===== config.mk =====
export PLATFORM = sky130hd
export DESIGN_NAME = rcd_core
export DESIGN_NICKNAME = d
export VERILOG_FILES = /design/src/rtl/rcd_pkg.sv /design/src/rtl/rcd_alu_if.sv /design/src/rtl/rcd_alu.sv /design/src/rtl/rcd_core.sv
export SDC_FILE = /design/constraint.sdc
export NUM_CORES = 1
export LEC_CHECK = 0
export BUFFER_PORTS_ARGS = -buffer_cell sky130_fd_sc_hd__buf_2
export CAP_MARGIN = 20
export CORE_AREA = 2 2 149 151
export DETAILED_ROUTE_END_ITERATION = 16
export DIE_AREA = 0 0 151 153
export PLACE_DENSITY = 0.69
export SYNTH_ARGS = -nofsm -noshare
export SYNTH_HDL_FRONTEND = slang
export SYNTH_SLANG_ARGS = --single-unit

===== constraint.sdc =====
create_clock -name i_mclk -period 11 [get_ports i_mclk]
set_input_delay 0.55 -clock i_mclk [delete_from_list [all_inputs] [get_ports i_mclk]]
set_output_delay 0.55 -clock i_mclk [all_outputs]
set_load 0.02 [all_outputs]

===== src/rtl/rcd_pkg.sv =====
// constants and types shared by the core datapath files
package rcd_pkg;

    // ========================================================
    // timing
    // ========================================================
    localparam int CLK_PERIOD_NS = 8;       // core clock period
    localparam int INSTR_CYCLE_NS = 200;    // one instruction cycle
    // longest time, so rounded down; never below one cycle
    localparam int INSTR_CYCLES = (INSTR_CYCLE_NS / CLK_PERIOD_NS < 1) ?
        1 : INSTR_CYCLE_NS / CLK_PERIOD_NS;
    localparam int CYC_W = 5;                // width of the phase counter
    localparam logic [CYC_W-1:0] CYC_LAST = CYC_W'(INSTR_CYCLES - 1);

    // ========================================================
    // widths and depths
    // ========================================================
    localparam int IW = 14;                  // instruction word
    localparam int DW = 8;                   // data word
    localparam int PCW = 13;                 // program counter
    localparam int DAW = 9;                  // data memory address
    localparam int STK_DEPTH = 8;            // return address stack
    localparam int SPW = 3;                  // stack pointer width

    // ========================================================
    // mapped control register offsets (low 7 bits, every bank)
    // ========================================================
    localparam logic [6:0] ADR_INDIRECT = 7'h00;
    localparam logic [6:0] ADR_PC_LOW = 7'h02;
    localparam logic [6:0] ADR_STATUS = 7'h03;
    localparam logic [6:0] ADR_POINTER = 7'h04;
    localparam logic [6:0] ADR_PC_LATCH = 7'h0A;

    // ========================================================
    // status register fields and reset values
    // ========================================================
    localparam int ST_C = 0;                 // carry / inverted borrow-out
    localparam int ST_NC = 1;                // nibble_carry_flag
    localparam int ST_Z = 2;                 // zero
    localparam int ST_RP0 = 5;               // bank select low
    localparam int ST_RP1 = 6;               // bank select high
    localparam int ST_IRP = 7;               // indirect bank select
    localparam logic [7:0] STATUS_WMASK = 8'hE7;  // bits software writes
    localparam logic [7:0] STATUS_RST = 8'h18;
    localparam logic [PCW-1:0] PC_RST = 13'h0000;
    localparam logic [IW-1:0] INSTR_NOP = 14'h0000;
    localparam logic [7:0] CODE_RETURN = 8'h08;
    localparam logic [7:0] CODE_RETURN_IE = 8'h09;

    // ========================================================
    // alu operations
    // ========================================================
    typedef enum logic [14:0] {
        ALU_PASS = 15'h0001,
        ALU_CLR  = 15'h0002,
        ALU_ADD  = 15'h0004,
        ALU_SUB  = 15'h0008,
        ALU_AND  = 15'h0010,
        ALU_IOR  = 15'h0020,
        ALU_XOR  = 15'h0040,
        ALU_COM  = 15'h0080,
        ALU_INC  = 15'h0100,
        ALU_DEC  = 15'h0200,
        ALU_RR   = 15'h0400,
        ALU_RL   = 15'h0800,
        ALU_SWAP = 15'h1000,
        ALU_BCLR = 15'h2000,
        ALU_BSET = 15'h4000
    } rcd_alu_op_e;

endpackage


===== src/rtl/rcd_alu_if.sv =====
// operand and result bundle between the core and its alu
`timescale 1ns/1ps
`default_nettype none
interface rcd_alu_if;
    import rcd_pkg::*;
    logic [DW-1:0] a;        // first operand (file, literal or w)
    logic [DW-1:0] b;        // second operand, always w
    rcd_alu_op_e op;         // operation
    logic cin;               // carry in for rotates
    logic [2:0] bsel;        // bit index for bit ops
    logic [DW-1:0] y;        // result
    logic c;                 // carry out (borrow-out inverted on sub)
    logic nc;                // low nibble carry out
    logic z;                 // result is zero

    modport core (output a, b, op, cin, bsel, input y, c, nc, z);
    modport alu (input a, b, op, cin, bsel, output y, c, nc, z);
endinterface
`default_nettype wire


===== src/rtl/rcd_alu.sv =====
// 8-bit alu of the core datapath
`timescale 1ns/1ps
`default_nettype none
module rcd_alu
    import rcd_pkg::*;
(
    rcd_alu_if.alu bus    // operands in, result and flags out
);

    // ========================================================
    // combinational operate
    // ========================================================
    logic [DW:0] sum;         // 9-bit sum for carry
    logic [4:0] nsum;         // low nibble sum for nibble carry

    // subtraction adds the one's complement plus one, so carry
    // comes out high when no borrow happened
    always_comb begin
        sum = {1'b0, bus.a} + {1'b0, bus.b};
        nsum = {1'b0, bus.a[3:0]} + {1'b0, bus.b[3:0]};
        bus.y = bus.a;
        bus.c = bus.cin;
        bus.nc = 1'b0;
        unique case (bus.op)
            ALU_PASS: bus.y = bus.a;
            ALU_CLR: bus.y = 8'h00;
            ALU_ADD: begin
                bus.y = sum[DW-1:0];
                bus.c = sum[DW];
                bus.nc = nsum[4];
            end
            ALU_SUB: begin
                sum = {1'b0, bus.a} + {1'b0, ~bus.b} + 9'h001;
                nsum = {1'b0, bus.a[3:0]} + {1'b0, ~bus.b[3:0]} + 5'h01;
                bus.y = sum[DW-1:0];
                bus.c = sum[DW];
                bus.nc = nsum[4];
            end
            ALU_AND: bus.y = bus.a & bus.b;
            ALU_IOR: bus.y = bus.a | bus.b;
            ALU_XOR: bus.y = bus.a ^ bus.b;
            ALU_COM: bus.y = ~bus.a;
            ALU_INC: bus.y = bus.a + 8'h01;
            ALU_DEC: bus.y = bus.a - 8'h01;
            ALU_RR: begin
                bus.y = {bus.cin, bus.a[7:1]};
                bus.c = bus.a[0];
            end
            ALU_RL: begin
                bus.y = {bus.a[6:0], bus.cin};
                bus.c = bus.a[7];
            end
            ALU_SWAP: bus.y = {bus.a[3:0], bus.a[7:4]};
            ALU_BCLR: bus.y = bus.a & ~(8'h01 << bus.bsel);
            ALU_BSET: bus.y = bus.a | (8'h01 << bus.bsel);
            default: bus.y = bus.a;
        endcase
        bus.z = (bus.y == 8'h00);
    end

endmodule
`default_nettype wire


===== src/rtl/rcd_core.sv =====
// two-stage fetch/execute datapath of the 8-bit core
// Behaviour
// - fetch one 14-bit word per cycle
// - separate program and data buses, concurrent
// - fetch of next overlaps current execute
// - one instruction per cycle, branches take two
// - control registers mapped, direct and indirect reach
// - any operation on any register, any mode
// - 8-bit alu, add sub shift logic
// - operands are w and file or literal
// - w is 8-bit and has no address
// - instructions update carry, nibble carry, zero
// - subtraction carry flags mean no borrow
`timescale 1ns/1ps
`default_nettype none
module rcd_core
    import rcd_pkg::*;
(
    input wire logic i_mclk,                  // core clock, 125 MHz
    input wire logic i_reset_n,               // async reset, active low
    input wire logic i_ce,                    // clock enable, freezes all
    output logic [PCW-1:0] o_prog_addr,       // program memory address
    input wire logic [IW-1:0] i_prog_data,    // program word, async read
    output logic [DAW-1:0] o_dmem_addr,       // data memory address
    input wire logic [DW-1:0] i_dmem_rdata,   // data read, async read
    output logic [DW-1:0] o_dmem_wdata,       // data to write
    output logic o_dmem_we,                   // write strobe, one cycle
    output logic o_instr_tick,                // instruction cycle boundary
    output logic [DW-1:0] o_w,                // working accumulator
    output logic [DW-1:0] o_status            // status register
);

    // ========================================================
    // state
    // ========================================================
    logic [CYC_W-1:0] cyc_reg;                // phase in the cycle
    logic [PCW-1:0] pc_reg;                   // address being fetched
    logic [IW-1:0] ir_reg;                    // instruction executing
    logic ir_valid_reg;                       // low after a flush
    logic [DW-1:0] w_reg;                     // accumulator, unmapped
    logic [DW-1:0] status_reg;                // flags and bank bits
    logic [DW-1:0] fsr_reg;                   // indirect pointer
    logic [4:0] pclath_reg;                   // upper pc latch
    logic [PCW-1:0] stack_reg [STK_DEPTH];    // return addresses
    logic [SPW-1:0] sp_reg;                   // circular stack pointer

    rcd_alu_if alu_bus ();
    rcd_alu u_alu (.bus(alu_bus));

    // ========================================================
    // instruction cycle timing
    // ========================================================
    logic tick;      // last phase of the instruction cycle
    logic exec;      // a valid instruction retires this edge
    assign tick = (cyc_reg == CYC_LAST);
    assign exec = tick && i_ce && ir_valid_reg;
    assign o_instr_tick = tick;

    // phase counter, wraps once per instruction cycle
    always_ff @(posedge i_mclk or negedge i_reset_n) begin
        if (!i_reset_n) begin
            cyc_reg <= '0;
        end else if (i_ce) begin
            cyc_reg <= tick ? '0 : cyc_reg + 5'h01;
        end
    end

    // ========================================================
    // decode
    // ========================================================
    logic [1:0] grp;          // top opcode group
    logic [3:0] sub;          // sub-opcode
    logic dbit;               // destination bit: 1 is file
    logic lit_sel, a_is_w;    // operand a source
    logic wr_w, wr_f;         // destinations
    logic up_c, up_nc, up_z;  // flag updates
    logic is_jump, is_call, is_ret, skip_zero;
    logic btf, btf_set;       // bit test and its skip sense
    assign grp = ir_reg[13:12];
    assign sub = ir_reg[11:8];
    assign dbit = ir_reg[7];

    always_comb begin
        alu_bus.op = ALU_PASS;
        lit_sel = 1'b0;
        a_is_w = 1'b0;
        wr_w = 1'b0;
        wr_f = 1'b0;
        {up_c, up_nc, up_z} = 3'b000;
        {is_jump, is_call, is_ret, skip_zero, btf, btf_set} = 6'h00;
        unique case (grp)
            // byte ops on file registers, any register any mode
            2'b00: begin
                wr_w = !dbit;
                wr_f = dbit;
                up_z = 1'b1;
                unique case (sub)
                    4'h0: begin
                        a_is_w = 1'b1;
                        up_z = 1'b0;
                        wr_w = 1'b0;
                        is_ret = !dbit && (ir_reg[7:0] == CODE_RETURN ||
                            ir_reg[7:0] == CODE_RETURN_IE);
                    end
                    4'h1: alu_bus.op = ALU_CLR;
                    4'h2: begin
                        alu_bus.op = ALU_SUB;
                        {up_c, up_nc} = 2'b11;
                    end
                    4'h3: alu_bus.op = ALU_DEC;
                    4'h4: alu_bus.op = ALU_IOR;
                    4'h5: alu_bus.op = ALU_AND;
                    4'h6: alu_bus.op = ALU_XOR;
                    4'h7: begin
                        alu_bus.op = ALU_ADD;
                        {up_c, up_nc} = 2'b11;
                    end
                    4'h8: alu_bus.op = ALU_PASS;
                    4'h9: alu_bus.op = ALU_COM;
                    4'hA: alu_bus.op = ALU_INC;
                    4'hB: begin
                        alu_bus.op = ALU_DEC;
                        {up_z, skip_zero} = 2'b01;
                    end
                    4'hC: begin
                        alu_bus.op = ALU_RR;
                        {up_z, up_c} = 2'b01;
                    end
                    4'hD: begin
                        alu_bus.op = ALU_RL;
                        {up_z, up_c} = 2'b01;
                    end
                    4'hE: begin
                        alu_bus.op = ALU_SWAP;
                        up_z = 1'b0;
                    end
                    4'hF: begin
                        alu_bus.op = ALU_INC;
                        {up_z, skip_zero} = 2'b01;
                    end
                endcase
            end
            // bit clear, set and tests
            2'b01: begin
                alu_bus.op = ir_reg[10] ? ALU_BSET : ALU_BCLR;
                wr_f = !ir_reg[11];
                btf = ir_reg[11];
                btf_set = ir_reg[10];
            end
            // jumps and calls take the extra cycle
            2'b10: begin
                is_jump = 1'b1;
                is_call = !ir_reg[11];
            end
            // literal ops
            2'b11: begin
                lit_sel = 1'b1;
                wr_w = 1'b1;
                up_z = 1'b1;
                if (sub[3:2] == 2'b00) begin
                    up_z = 1'b0;
                end else if (sub[3:2] == 2'b01) begin
                    {up_z, is_ret} = 2'b01;
                end else if (sub[3:1] == 3'b110) begin
                    alu_bus.op = ALU_SUB;
                    {up_c, up_nc} = 2'b11;
                end else if (sub[3:1] == 3'b111) begin
                    alu_bus.op = ALU_ADD;
                    {up_c, up_nc} = 2'b11;
                end else begin
                    alu_bus.op = sub[1] ? ALU_XOR :
                        (sub[0] ? ALU_AND : ALU_IOR);
                end
            end
        endcase
    end

    // ========================================================
    // data memory addressing and read mux
    // ========================================================
    logic [DAW-1:0] eaddr;    // effective data address
    logic [DW-1:0] fval;      // file register value
    logic local_hit;          // address is a mapped control register
    logic [PCW-1:0] pc_exec;  // address of the executing instruction
    assign pc_exec = pc_reg - 13'h0001;

    // direct uses the bank bits, indirect uses the pointer
    always_comb begin
        if (ir_reg[6:0] == ADR_INDIRECT) begin
            eaddr = {status_reg[ST_IRP], fsr_reg};
        end else begin
            eaddr = {status_reg[ST_RP1], status_reg[ST_RP0], ir_reg[6:0]};
        end
        local_hit = 1'b1;
        unique case (eaddr[6:0])
            ADR_INDIRECT: fval = 8'h00;     // self-pointing reads zero
            ADR_PC_LOW: fval = pc_exec[7:0];
            ADR_STATUS: fval = status_reg;
            ADR_POINTER: fval = fsr_reg;
            ADR_PC_LATCH: fval = {3'b000, pclath_reg};
            default: begin
                fval = i_dmem_rdata;
                local_hit = 1'b0;
            end
        endcase
    end

    assign alu_bus.a = lit_sel ? ir_reg[7:0] : (a_is_w ? w_reg : fval);
    assign alu_bus.b = w_reg;
    assign alu_bus.cin = status_reg[ST_C];
    assign alu_bus.bsel = ir_reg[9:7];

    // data bus runs beside the program bus in the same cycle
    assign o_dmem_addr = eaddr;
    assign o_dmem_wdata = alu_bus.y;
    assign o_dmem_we = exec && wr_f && !local_hit;

    // ========================================================
    // control flow
    // ========================================================
    logic skip, pcl_wr, flush;
    logic [PCW-1:0] pc_next;
    assign skip = (skip_zero && alu_bus.z) ||
        (btf && (fval[ir_reg[9:7]] == btf_set));
    assign pcl_wr = wr_f && (eaddr[6:0] == ADR_PC_LOW);
    assign flush = is_jump || is_ret || skip || pcl_wr;

    always_comb begin
        pc_next = pc_reg + 13'h0001;
        if (is_jump) begin
            pc_next = {pclath_reg[4:3], ir_reg[10:0]};
        end else if (is_ret) begin
            pc_next = stack_reg[sp_reg - 3'h1];
        end else if (pcl_wr) begin
            pc_next = {pclath_reg, alu_bus.y};
        end
    end

    // fetch runs every cycle while the current word executes
    always_ff @(posedge i_mclk or negedge i_reset_n) begin
        if (!i_reset_n) begin
            pc_reg <= PC_RST;
            ir_reg <= INSTR_NOP;
            ir_valid_reg <= 1'b0;
        end else if (tick && i_ce) begin
            ir_reg <= i_prog_data;
            pc_reg <= (ir_valid_reg) ? pc_next : pc_reg + 13'h0001;
            ir_valid_reg <= !(ir_valid_reg && flush);
        end
    end
    assign o_prog_addr = pc_reg;

    // return stack pointer, wraps silently when overfilled
    always_ff @(posedge i_mclk or negedge i_reset_n) begin
        if (!i_reset_n) begin
            sp_reg <= '0;
        end else if (exec && is_call) begin
            sp_reg <= sp_reg + 3'h1;
        end else if (exec && is_ret) begin
            sp_reg <= sp_reg - 3'h1;
        end
    end

    // return addresses need no reset, a call writes before any use
    always_ff @(posedge i_mclk) begin
        if (exec && is_call) begin
            stack_reg[sp_reg] <= pc_reg;
        end
    end

    // ========================================================
    // register writes
    // ========================================================
    // accumulator has no data address, only w-destination ops load it
    always_ff @(posedge i_mclk or negedge i_reset_n) begin
        if (!i_reset_n) begin
            w_reg <= 8'h00;
        end else if (exec && wr_w) begin
            w_reg <= alu_bus.y;
        end
    end

    // pointer and pc latch are ordinary file targets
    always_ff @(posedge i_mclk or negedge i_reset_n) begin
        if (!i_reset_n) begin
            fsr_reg <= 8'h00;
            pclath_reg <= 5'h00;
        end else if (exec && wr_f) begin
            if (eaddr[6:0] == ADR_POINTER) begin
                fsr_reg <= alu_bus.y;
            end
            if (eaddr[6:0] == ADR_PC_LATCH) begin
                pclath_reg <= alu_bus.y[4:0];
            end
        end
    end

    // flag updates win over a direct write to the same bits
    always_ff @(posedge i_mclk or negedge i_reset_n) begin
        if (!i_reset_n) begin
            status_reg <= STATUS_RST;
        end else if (exec) begin
            if (wr_f && eaddr[6:0] == ADR_STATUS) begin
                status_reg <= (status_reg & ~STATUS_WMASK) |
                    (alu_bus.y & STATUS_WMASK);
            end
            if (up_c) begin
                status_reg[ST_C] <= alu_bus.c;
            end
            if (up_nc) begin
                status_reg[ST_NC] <= alu_bus.nc;
            end
            if (up_z) begin
                status_reg[ST_Z] <= alu_bus.z;
            end
        end
    end
    assign o_w = w_reg;
    assign o_status = status_reg;

    // ========================================================
    // checks
    // ========================================================
    chk_cycle_len: assert property (@(posedge i_mclk)
        disable iff (!i_reset_n)
        (tick && i_ce) |=> (cyc_reg == 5'h00) [*1] ##0 !tick)
        else $error("instruction cycle length wrong");
    chk_fetch_step: assert property (@(posedge i_mclk)
        disable iff (!i_reset_n)
        (tick && i_ce && !(ir_valid_reg && flush)) |=>
            (pc_reg == $past(pc_reg) + 13'h0001) && ir_valid_reg)
        else $error("fetch did not advance");
    chk_branch_flush: assert property (@(posedge i_mclk)
        disable iff (!i_reset_n)
        (exec && is_jump) |=> !ir_valid_reg &&
            pc_reg[10:0] == $past(ir_reg[10:0]))
        else $error("branch did not flush");
    chk_w_unmapped: assert property (@(posedge i_mclk)
        disable iff (!i_reset_n)
        (exec && wr_w) |-> !o_dmem_we)
        else $error("accumulator write reached data bus");
    chk_zero_flag: assert property (@(posedge i_mclk)
        disable iff (!i_reset_n)
        (exec && up_z) |=> status_reg[ST_Z] ==
            ($past(alu_bus.y) == 8'h00))
        else $error("zero flag wrong");
    chk_sub_borrow: assert property (@(posedge i_mclk)
        disable iff (!i_reset_n)
        (exec && alu_bus.op == ALU_SUB) |=> status_reg[ST_C] ==
            ($past(alu_bus.a) >= $past(alu_bus.b)))
        else $error("borrow flag wrong");
    chk_add_sum: assert property (@(posedge i_mclk)
        disable iff (!i_reset_n)
        (alu_bus.op == ALU_ADD) |-> {alu_bus.c, alu_bus.y} ==
            {1'b0, alu_bus.a} + {1'b0, alu_bus.b})
        else $error("add result wrong");
    chk_indirect_addr: assert property (@(posedge i_mclk)
        disable iff (!i_reset_n)
        (ir_reg[6:0] == ADR_INDIRECT && grp != 2'b11) |->
            o_dmem_addr == {status_reg[ST_IRP], fsr_reg})
        else $error("indirect address wrong");

endmodule
`default_nettype wire


**Yosys cells after proc, flatten, opt, wreduce, memory -nomap -nowiden**

Memories as Yosys holds them, arrays and structs flattened.
Index checks and enable logic that the tools add are counted.

- Register bits after elaboration: 65
- Memory bits (writable): 104
- Input port bits: 25
- Output and inout bits: 48
- Word-level logic and storage cells: 186
- Memories kept: 1

Memory list:

| name | depth | width | read ports | clocked after Yosys merged registers in | write ports | line | text |
|---|---|---|---|---|---|---|---|
| stack_reg | 8 | 13 | 1 | 0 | 1 | rcd_core.sv:44 | `logic [PCW-1:0] stack_reg [STK_DEPTH];` |

- Add/subtract/negate cells: 13
- Magnitude comparators: 1
- Eq/ne operators: 43
- Shifts and indexed selects: 1
- Mux-type cells: 60
- Bitwise gates (word level): 10
- Reductions and logical operators: 45

Operators with widths:

| operator | number |
|---|---|
| case mux 13 bit (12 select lines) | 1 |
| case mux 8 bit (14 select lines) | 1 |
| two-way mux 13 bit | 4 |
| case mux 15 bit (3 select lines) | 1 |
| case mux 8 bit (5 select lines) | 1 |
| two-way mux 7 bit | 5 |
| two-way mux 1 bit | 29 |
| == test 4 bit, second input constant | 7 |
| NOT 8 bit | 3 |
| adder 8 x 8 -> 9 bit | 2 |
| AND 8 bit | 2 |
| == test 4 x 3 -> 1 bit, second input constant | 4 |
| == test 8 x 4 -> 1 bit, second input constant | 2 |
| two-way mux 8 bit | 2 |
| OR 8 bit | 2 |
| subtractor 8 x 1 -> 8 bit, second input constant | 2 |
| == test 15 x 10 -> 1 bit, second input constant | 1 |
| == test 15 x 11 -> 1 bit, second input constant | 1 |
| == test 15 x 12 -> 1 bit, second input constant | 1 |
| == test 15 x 13 -> 1 bit, second input constant | 1 |
| == test 15 x 14 -> 1 bit, second input constant | 1 |
| == test 15 bit, second input constant | 1 |
| == test 15 x 2 -> 1 bit, second input constant | 1 |
| == test 15 x 3 -> 1 bit, second input constant | 1 |
| 51 further kinds | 97 |

**Depth between registers and ports, before layout**

- Word-level depth: 16
- Depth in mapped cells: 25
- Mapped depth without buffers: 23

**By module**

Synthesis repeated with hierarchy kept, for this count alone.

- Cells, all modules: 1095
- Area total of the unflattened synthesis: 11239.5 um^2

By module, submodules not included:

| module | instances | cells each | area each (um^2) | sequential area each (um^2) |
|---|---|---|---|---|
| rcd_core | 1 | 741 | 8775.9 | 4699.5 |
| rcd_alu | 1 | 354 | 2463.6 | 0.0 |

**Least setup slack after synthesis**

No wires, ideal clock.

- Path type: register to register
- From: register ir_reg[6]
- To: register status_reg[2] (netlist: o_status[2])
- Setup time: 77 ps
- Arrival time: 5378 ps
- Required time: 10923 ps
- Slack: 5544 ps
- Stages on the path, launching flop included: 23
- Buffers on the path: 1
- Period minus slack after synthesis: 5456 ps
- Cells stage by stage: dfrtp_1 -> nor4_2 -> a31oi_2 -> clkinv_1 -> nand4_2 -> o22a_1 -> buf_2 -> nor2_1 -> a21oi_1 -> a21oi_1 -> ha_1 -> nor2b_1 -> o21ai_0 -> a21oi_1 -> o41ai_1 -> nor2_1 -> a2111oi_0 -> a21oi_1 -> a2111oi_0 -> a21boi_1 -> a2bb2oi_1 -> or4_1 -> a21oi_1

- Elaborated cells on any way between the ends: 29
- Those cells by class: add/sub: 5; eq/ne: 4; mux: 7; bitwise: 7; reduce/logical: 6

RTL lines:

| element | line | text |
|---|---|---|
| from (decl) | rcd_core.sv:38 | `logic [IW-1:0] ir_reg;` |
| from (signal assigned) | rcd_core.sv:246 | `ir_reg <= i_prog_data;` |
| logical NOT 7 bit * | rcd_core.sv:189 | `if (ir_reg[6:0] == ADR_INDIRECT) begin` |
| two-way mux 9 bit * | rcd_core.sv:189 |  |
| named net o_dmem_addr[1] | rcd_core.sv:24 | `output logic [DAW-1:0] o_dmem_addr,` |
| == test 7 x 4 -> 1 bit (tied with other cells) | rcd_core.sv:195 | `unique case (eaddr[6:0])` |
| case mux 8 bit (5 select lines) * | rcd_core.sv:195 |  |
| two-way mux 8 bit * (2 in series) | rcd_core.sv:208 | `assign alu_bus.a = lit_sel ? ir_reg[7:0] : (a_is_w ? w_reg : fval);` |
| adder 8 x 8 -> 9 bit | rcd_alu.sv:33 | `sum = {1'b0, bus.a} + {1'b0, ~bus.b} + 9'h001;` |
| adder 9 x 1 -> 9 bit | rcd_alu.sv:33 |  |
| case mux 8 bit (14 select lines) * | rcd_alu.sv:24 | `unique case (bus.op)` |
| named net o_dmem_wdata[7] | rcd_core.sv:26 | `output logic [DW-1:0] o_dmem_wdata,` |
| logical NOT 8 bit * | rcd_alu.sv:58 | `bus.z = (bus.y == 8'h00);` |
| two-way mux 1 bit * | rcd_core.sv:313 | `if (up_z) begin` |
| to (signal, indexed assignment) | rcd_core.sv:308 | `status_reg[ST_C] <= alu_bus.c;` |
| to (signal, indexed assignment) | rcd_core.sv:311 | `status_reg[ST_NC] <= alu_bus.nc;` |
| to (signal, indexed assignment) | rcd_core.sv:314 | `status_reg[ST_Z] <= alu_bus.z;` |
| to (decl) | rcd_core.sv:41 | `logic [DW-1:0] status_reg;` |

Mark *: on every way through the listed nets, which the timed path passes. The rest lies on a longest branch. The select of a mux whose other input is x is not followed.
A chain may end at the register's enable or synchronous reset.

**Worst setup path after layout**

- From: register ir_reg[6]
- To: output o_dmem_wdata[7]

- Cells in the longest elaborated chain, start to end: 9
- Elaborated cells on any way between the ends: 22
- Those cells by class: add/sub: 5; eq/ne: 4; mux: 5; bitwise: 6; reduce/logical: 2

Ends and longest elaborated chain:

| element | line |
|---|---|
| logical NOT 7 bit | rcd_core.sv:189 |
| two-way mux 9 bit | rcd_core.sv:189 |
| == test 7 x 4 -> 1 bit (tied with other cells) | rcd_core.sv:195 |
| case mux 8 bit (5 select lines) | rcd_core.sv:195 |
| two-way mux 8 bit | rcd_core.sv:208 |
| two-way mux 8 bit * | rcd_core.sv:208 |
| adder 8 x 8 -> 9 bit | rcd_alu.sv:33 |
| adder 9 x 1 -> 9 bit | rcd_alu.sv:33 |
| case mux 8 bit (14 select lines) * | rcd_alu.sv:24 |
| to (decl) | rcd_core.sv:26 |

Mark *: on every way between the ends. The rest lies on a longest branch, timed or not.

==> metrics <==
Finish-stage setup viols=0; CP startpoint kind=flip-flop; Reg clk slew, reported paths=0.08 ns; initial antenna violation count=0; worst r2r src=ir_reg[6]; leading post-synthesis cells by cell area=edfxtp_1 (29%), dfrtp_1 (15%), mux4_2 (5.7%), nand2_1 (4.6%), ha_1 (3.8%); P&R area growth vs syn=11.88%; worst slew margin relative to its limit=25.59%; CP Class=reg2out; FF-to-FF setup slack=4.44 ns; r2r worst-path depth=22; Arr. time, crit path=6.41 ns; FF+latch count, synth=167; fin cells=1410; Core Area=around 21000 um^2; die area=roughly 23000 um^2; Port-buffer cells=70; most frequent cells in the layout=nand2_1 (131), edfxtp_1 (104), nor2_1 (80), o21ai_0 (70), buf_2 (70); I/O Pins=73; dpl cells=1378; max reg flops=104; CTS tree=built; dominant cell type by area after synthesis=edfxtp_1; overall routing resource usage=slightly below 30%; Min Hold Slack=0.2994 ns; FFs w/ async S/R, synth=a little under two fifths; Cell Area, Placed=11270 um^2; endpoint type of the worst setup path=output pin; DR pass1 iterations=5; first-pass GRT wire length=50870 um; cell area power density=roughly 320 nW/um^2; Mapped Cells=1066; hold-fix buffers at CTS=0; htree depth=4; RePlAce Congestion=0.9896; Fmax achieved=143.6 MHz; syn avg cell area=9.980 um^2; Rows=54; Post-DP HPWL=23350 um; Final Critical Period=6.962 ns; fin. max-slew vios=0; PnR worst setup slack=4.038 ns; Die W=between 150 and 200 um; Leak=0.004636 uW; max cap viols=0; layout cells sized above 1=approximately 17%; largest net degree at the start of global routing=64; Routed Wire Length=32720 um; wire per inst=23.20 um; root buffer cell=clkbuf_16; Yosys cell types=95; antenna fix cells=0; Setup Fix Bufs, Post-CTS=0; Post-Syn Area=10640 um^2; number of synthesized flops with an enable pin=104; Yosys warnings=0; worst hold path type=in2async; Seq/Total Area, Yosys=44.17%; Die Ht=153 um; period utilization=63.29%; DRC=0; status=finished clean; RR Endpoint=o_status[2]; clk sinks=167; fin nets=1177; total CTS buffers=17; Routed Antenna Nets=0; setup skew after layout=0.01939 ns; initial core utilization=roughly half; total grt overflow=0; Iteration-0 DRC Markers=approximately 850; Most used DFF post-synth=edfxtp_1; CP Data Required Time=around 10 ns; vias in the first global route=8737; vias=9167; maximum clock path buffer count=2; post-cts sizing count=0; top cell type's share of synthesized area=between 20% and 30%; RSZ-0062 raised after global routing=false; Least-Margin Pin Slew=1.108 ns; pre-CTS setup slack=4.693 ns; VDD IR max=around 0.00017 V; final instance area=11900 um^2; setup TNS=0 ns; DR vias/cell=around 6.5; commonest non-fill, non-tap cell in the layout=nand2_1; crit path max fanout=11; endpoints failing hold=0; worst skew pair latency=0.44 ns
-- how the worst max path moves through the flow --
stage	startpoint	to	slack, ns	cells after the start
after floorplan	ir_reg[6]	o_status[2]	5.54	22
after global placement	ir_reg[3]	o_status[2]	4.73	21
after detailed placement	ir_reg[6]	o_status[2]	4.69	22
after CTS	ir_reg[6]	o_dmem_wdata[7]	4.20	21
after global routing	ir_reg[6]	o_dmem_wdata[7]	3.63	21
final	ir_reg[6]	o_dmem_wdata[7]	4.04	21
-- cells by family (layout without fill, tap and decap cells) --
logic type / after synthesis / after routing / share of synthesized area, %
AND/OR/NAND/NOR: 371 / 371 / 17.08
AO/OA/AOI/OAI: 297 / 297 / 19.49
flip-flops: 167 / 167 / 44.17
buffers and inverters: 116 / 179 / 4.398
multiplexers: 56 / 56 / 8.609
adder cells (fa/ha/maj): 35 / 35 / 4.328
XOR/XNOR: 23 / 23 / 1.894
other: 1 / 2 / 0.03525
-- where the power goes --
| group | total, uW | internal (uW) | switching (uW) | leakage, uW |
|---|---|---|---|---|
| Sequential | 1020 | 793 | 227 | 0.00171 |
| Combinational | 2150 | 767 | 1380 | 0.00262 |
| Clock | 629 | 317 | 312 | 0.000304 |
| Total | 3790 | 1880 | 1920 | 0.00464 |
-- per-layer routing --
metal	vias to the layer above	part of all wire, %	GRT usage, %
met5	-	0	0
met4	0	3.6	10.95
met3	91	8.1	4.627
met2	497	47	45.80
met1	4436	41	40.46
li1	4143	-	-
-- synthesized netlist by cell type (12+ instances only) --
library cell	count
nor2b_1	15
nand2_1	131
nand3_1	32
nor3_1	28
xnor2_1	15
mux4_2	27
inv_1	48
o211ai_1	16
dfrtp_1	63
a31oi_1	12
a2111oi_0	13
mux2_2	14
o21ai_0	70
mux2i_1	15
clkbuf_1	44
edfxtp_1	104
ha_1	32
a21oi_1	50
nor2_1	80
-- area by class of cell --
class / instances / area, um^2
Inverter: 53 / 203.9
Clock inverter: 15 / 206.4
Clock buffer: 17 / 425.4
Fill cell: 1907 / 9583
Multi-Input combinational cell: 784 / 5485
Timing Repair Buffer: 94 / 530.5
Tap cell: 280 / 350.3
Sequential cell: 167 / 4701
-- critical path: stages, from the launching register on --
cell and delay, ns:
dfrtp_1 0.48, nor4_2 0.46, a31oi_2 0.21, clkinv_1 0.11, nand4_2 0.26, o22a_1 0.44, nor2_1 0.24, a21oi_1 0.14
a21oi_1 0.65, ha_1 0.39, nor2b_1 0.13, o21ai_0 0.23, a21oi_1 0.13, o41ai_1 0.35, nor2_1 0.07, a2111oi_0 0.39
a21oi_1 0.09, a2111oi_0 0.53, a21boi_1 0.13, a2bb2oi_1 0.15, buf_4 0.21, buf_2 0.17
-- stage by stage --
step	utilization, %	power, uW
after floorplan	-	2448
after global placement	52.46	3110
after detailed placement	52.46	3117
after CTS	55.40	3755
after global routing	55.40	4021
final	55.40	3795
(Power assumes the default switching activity.)
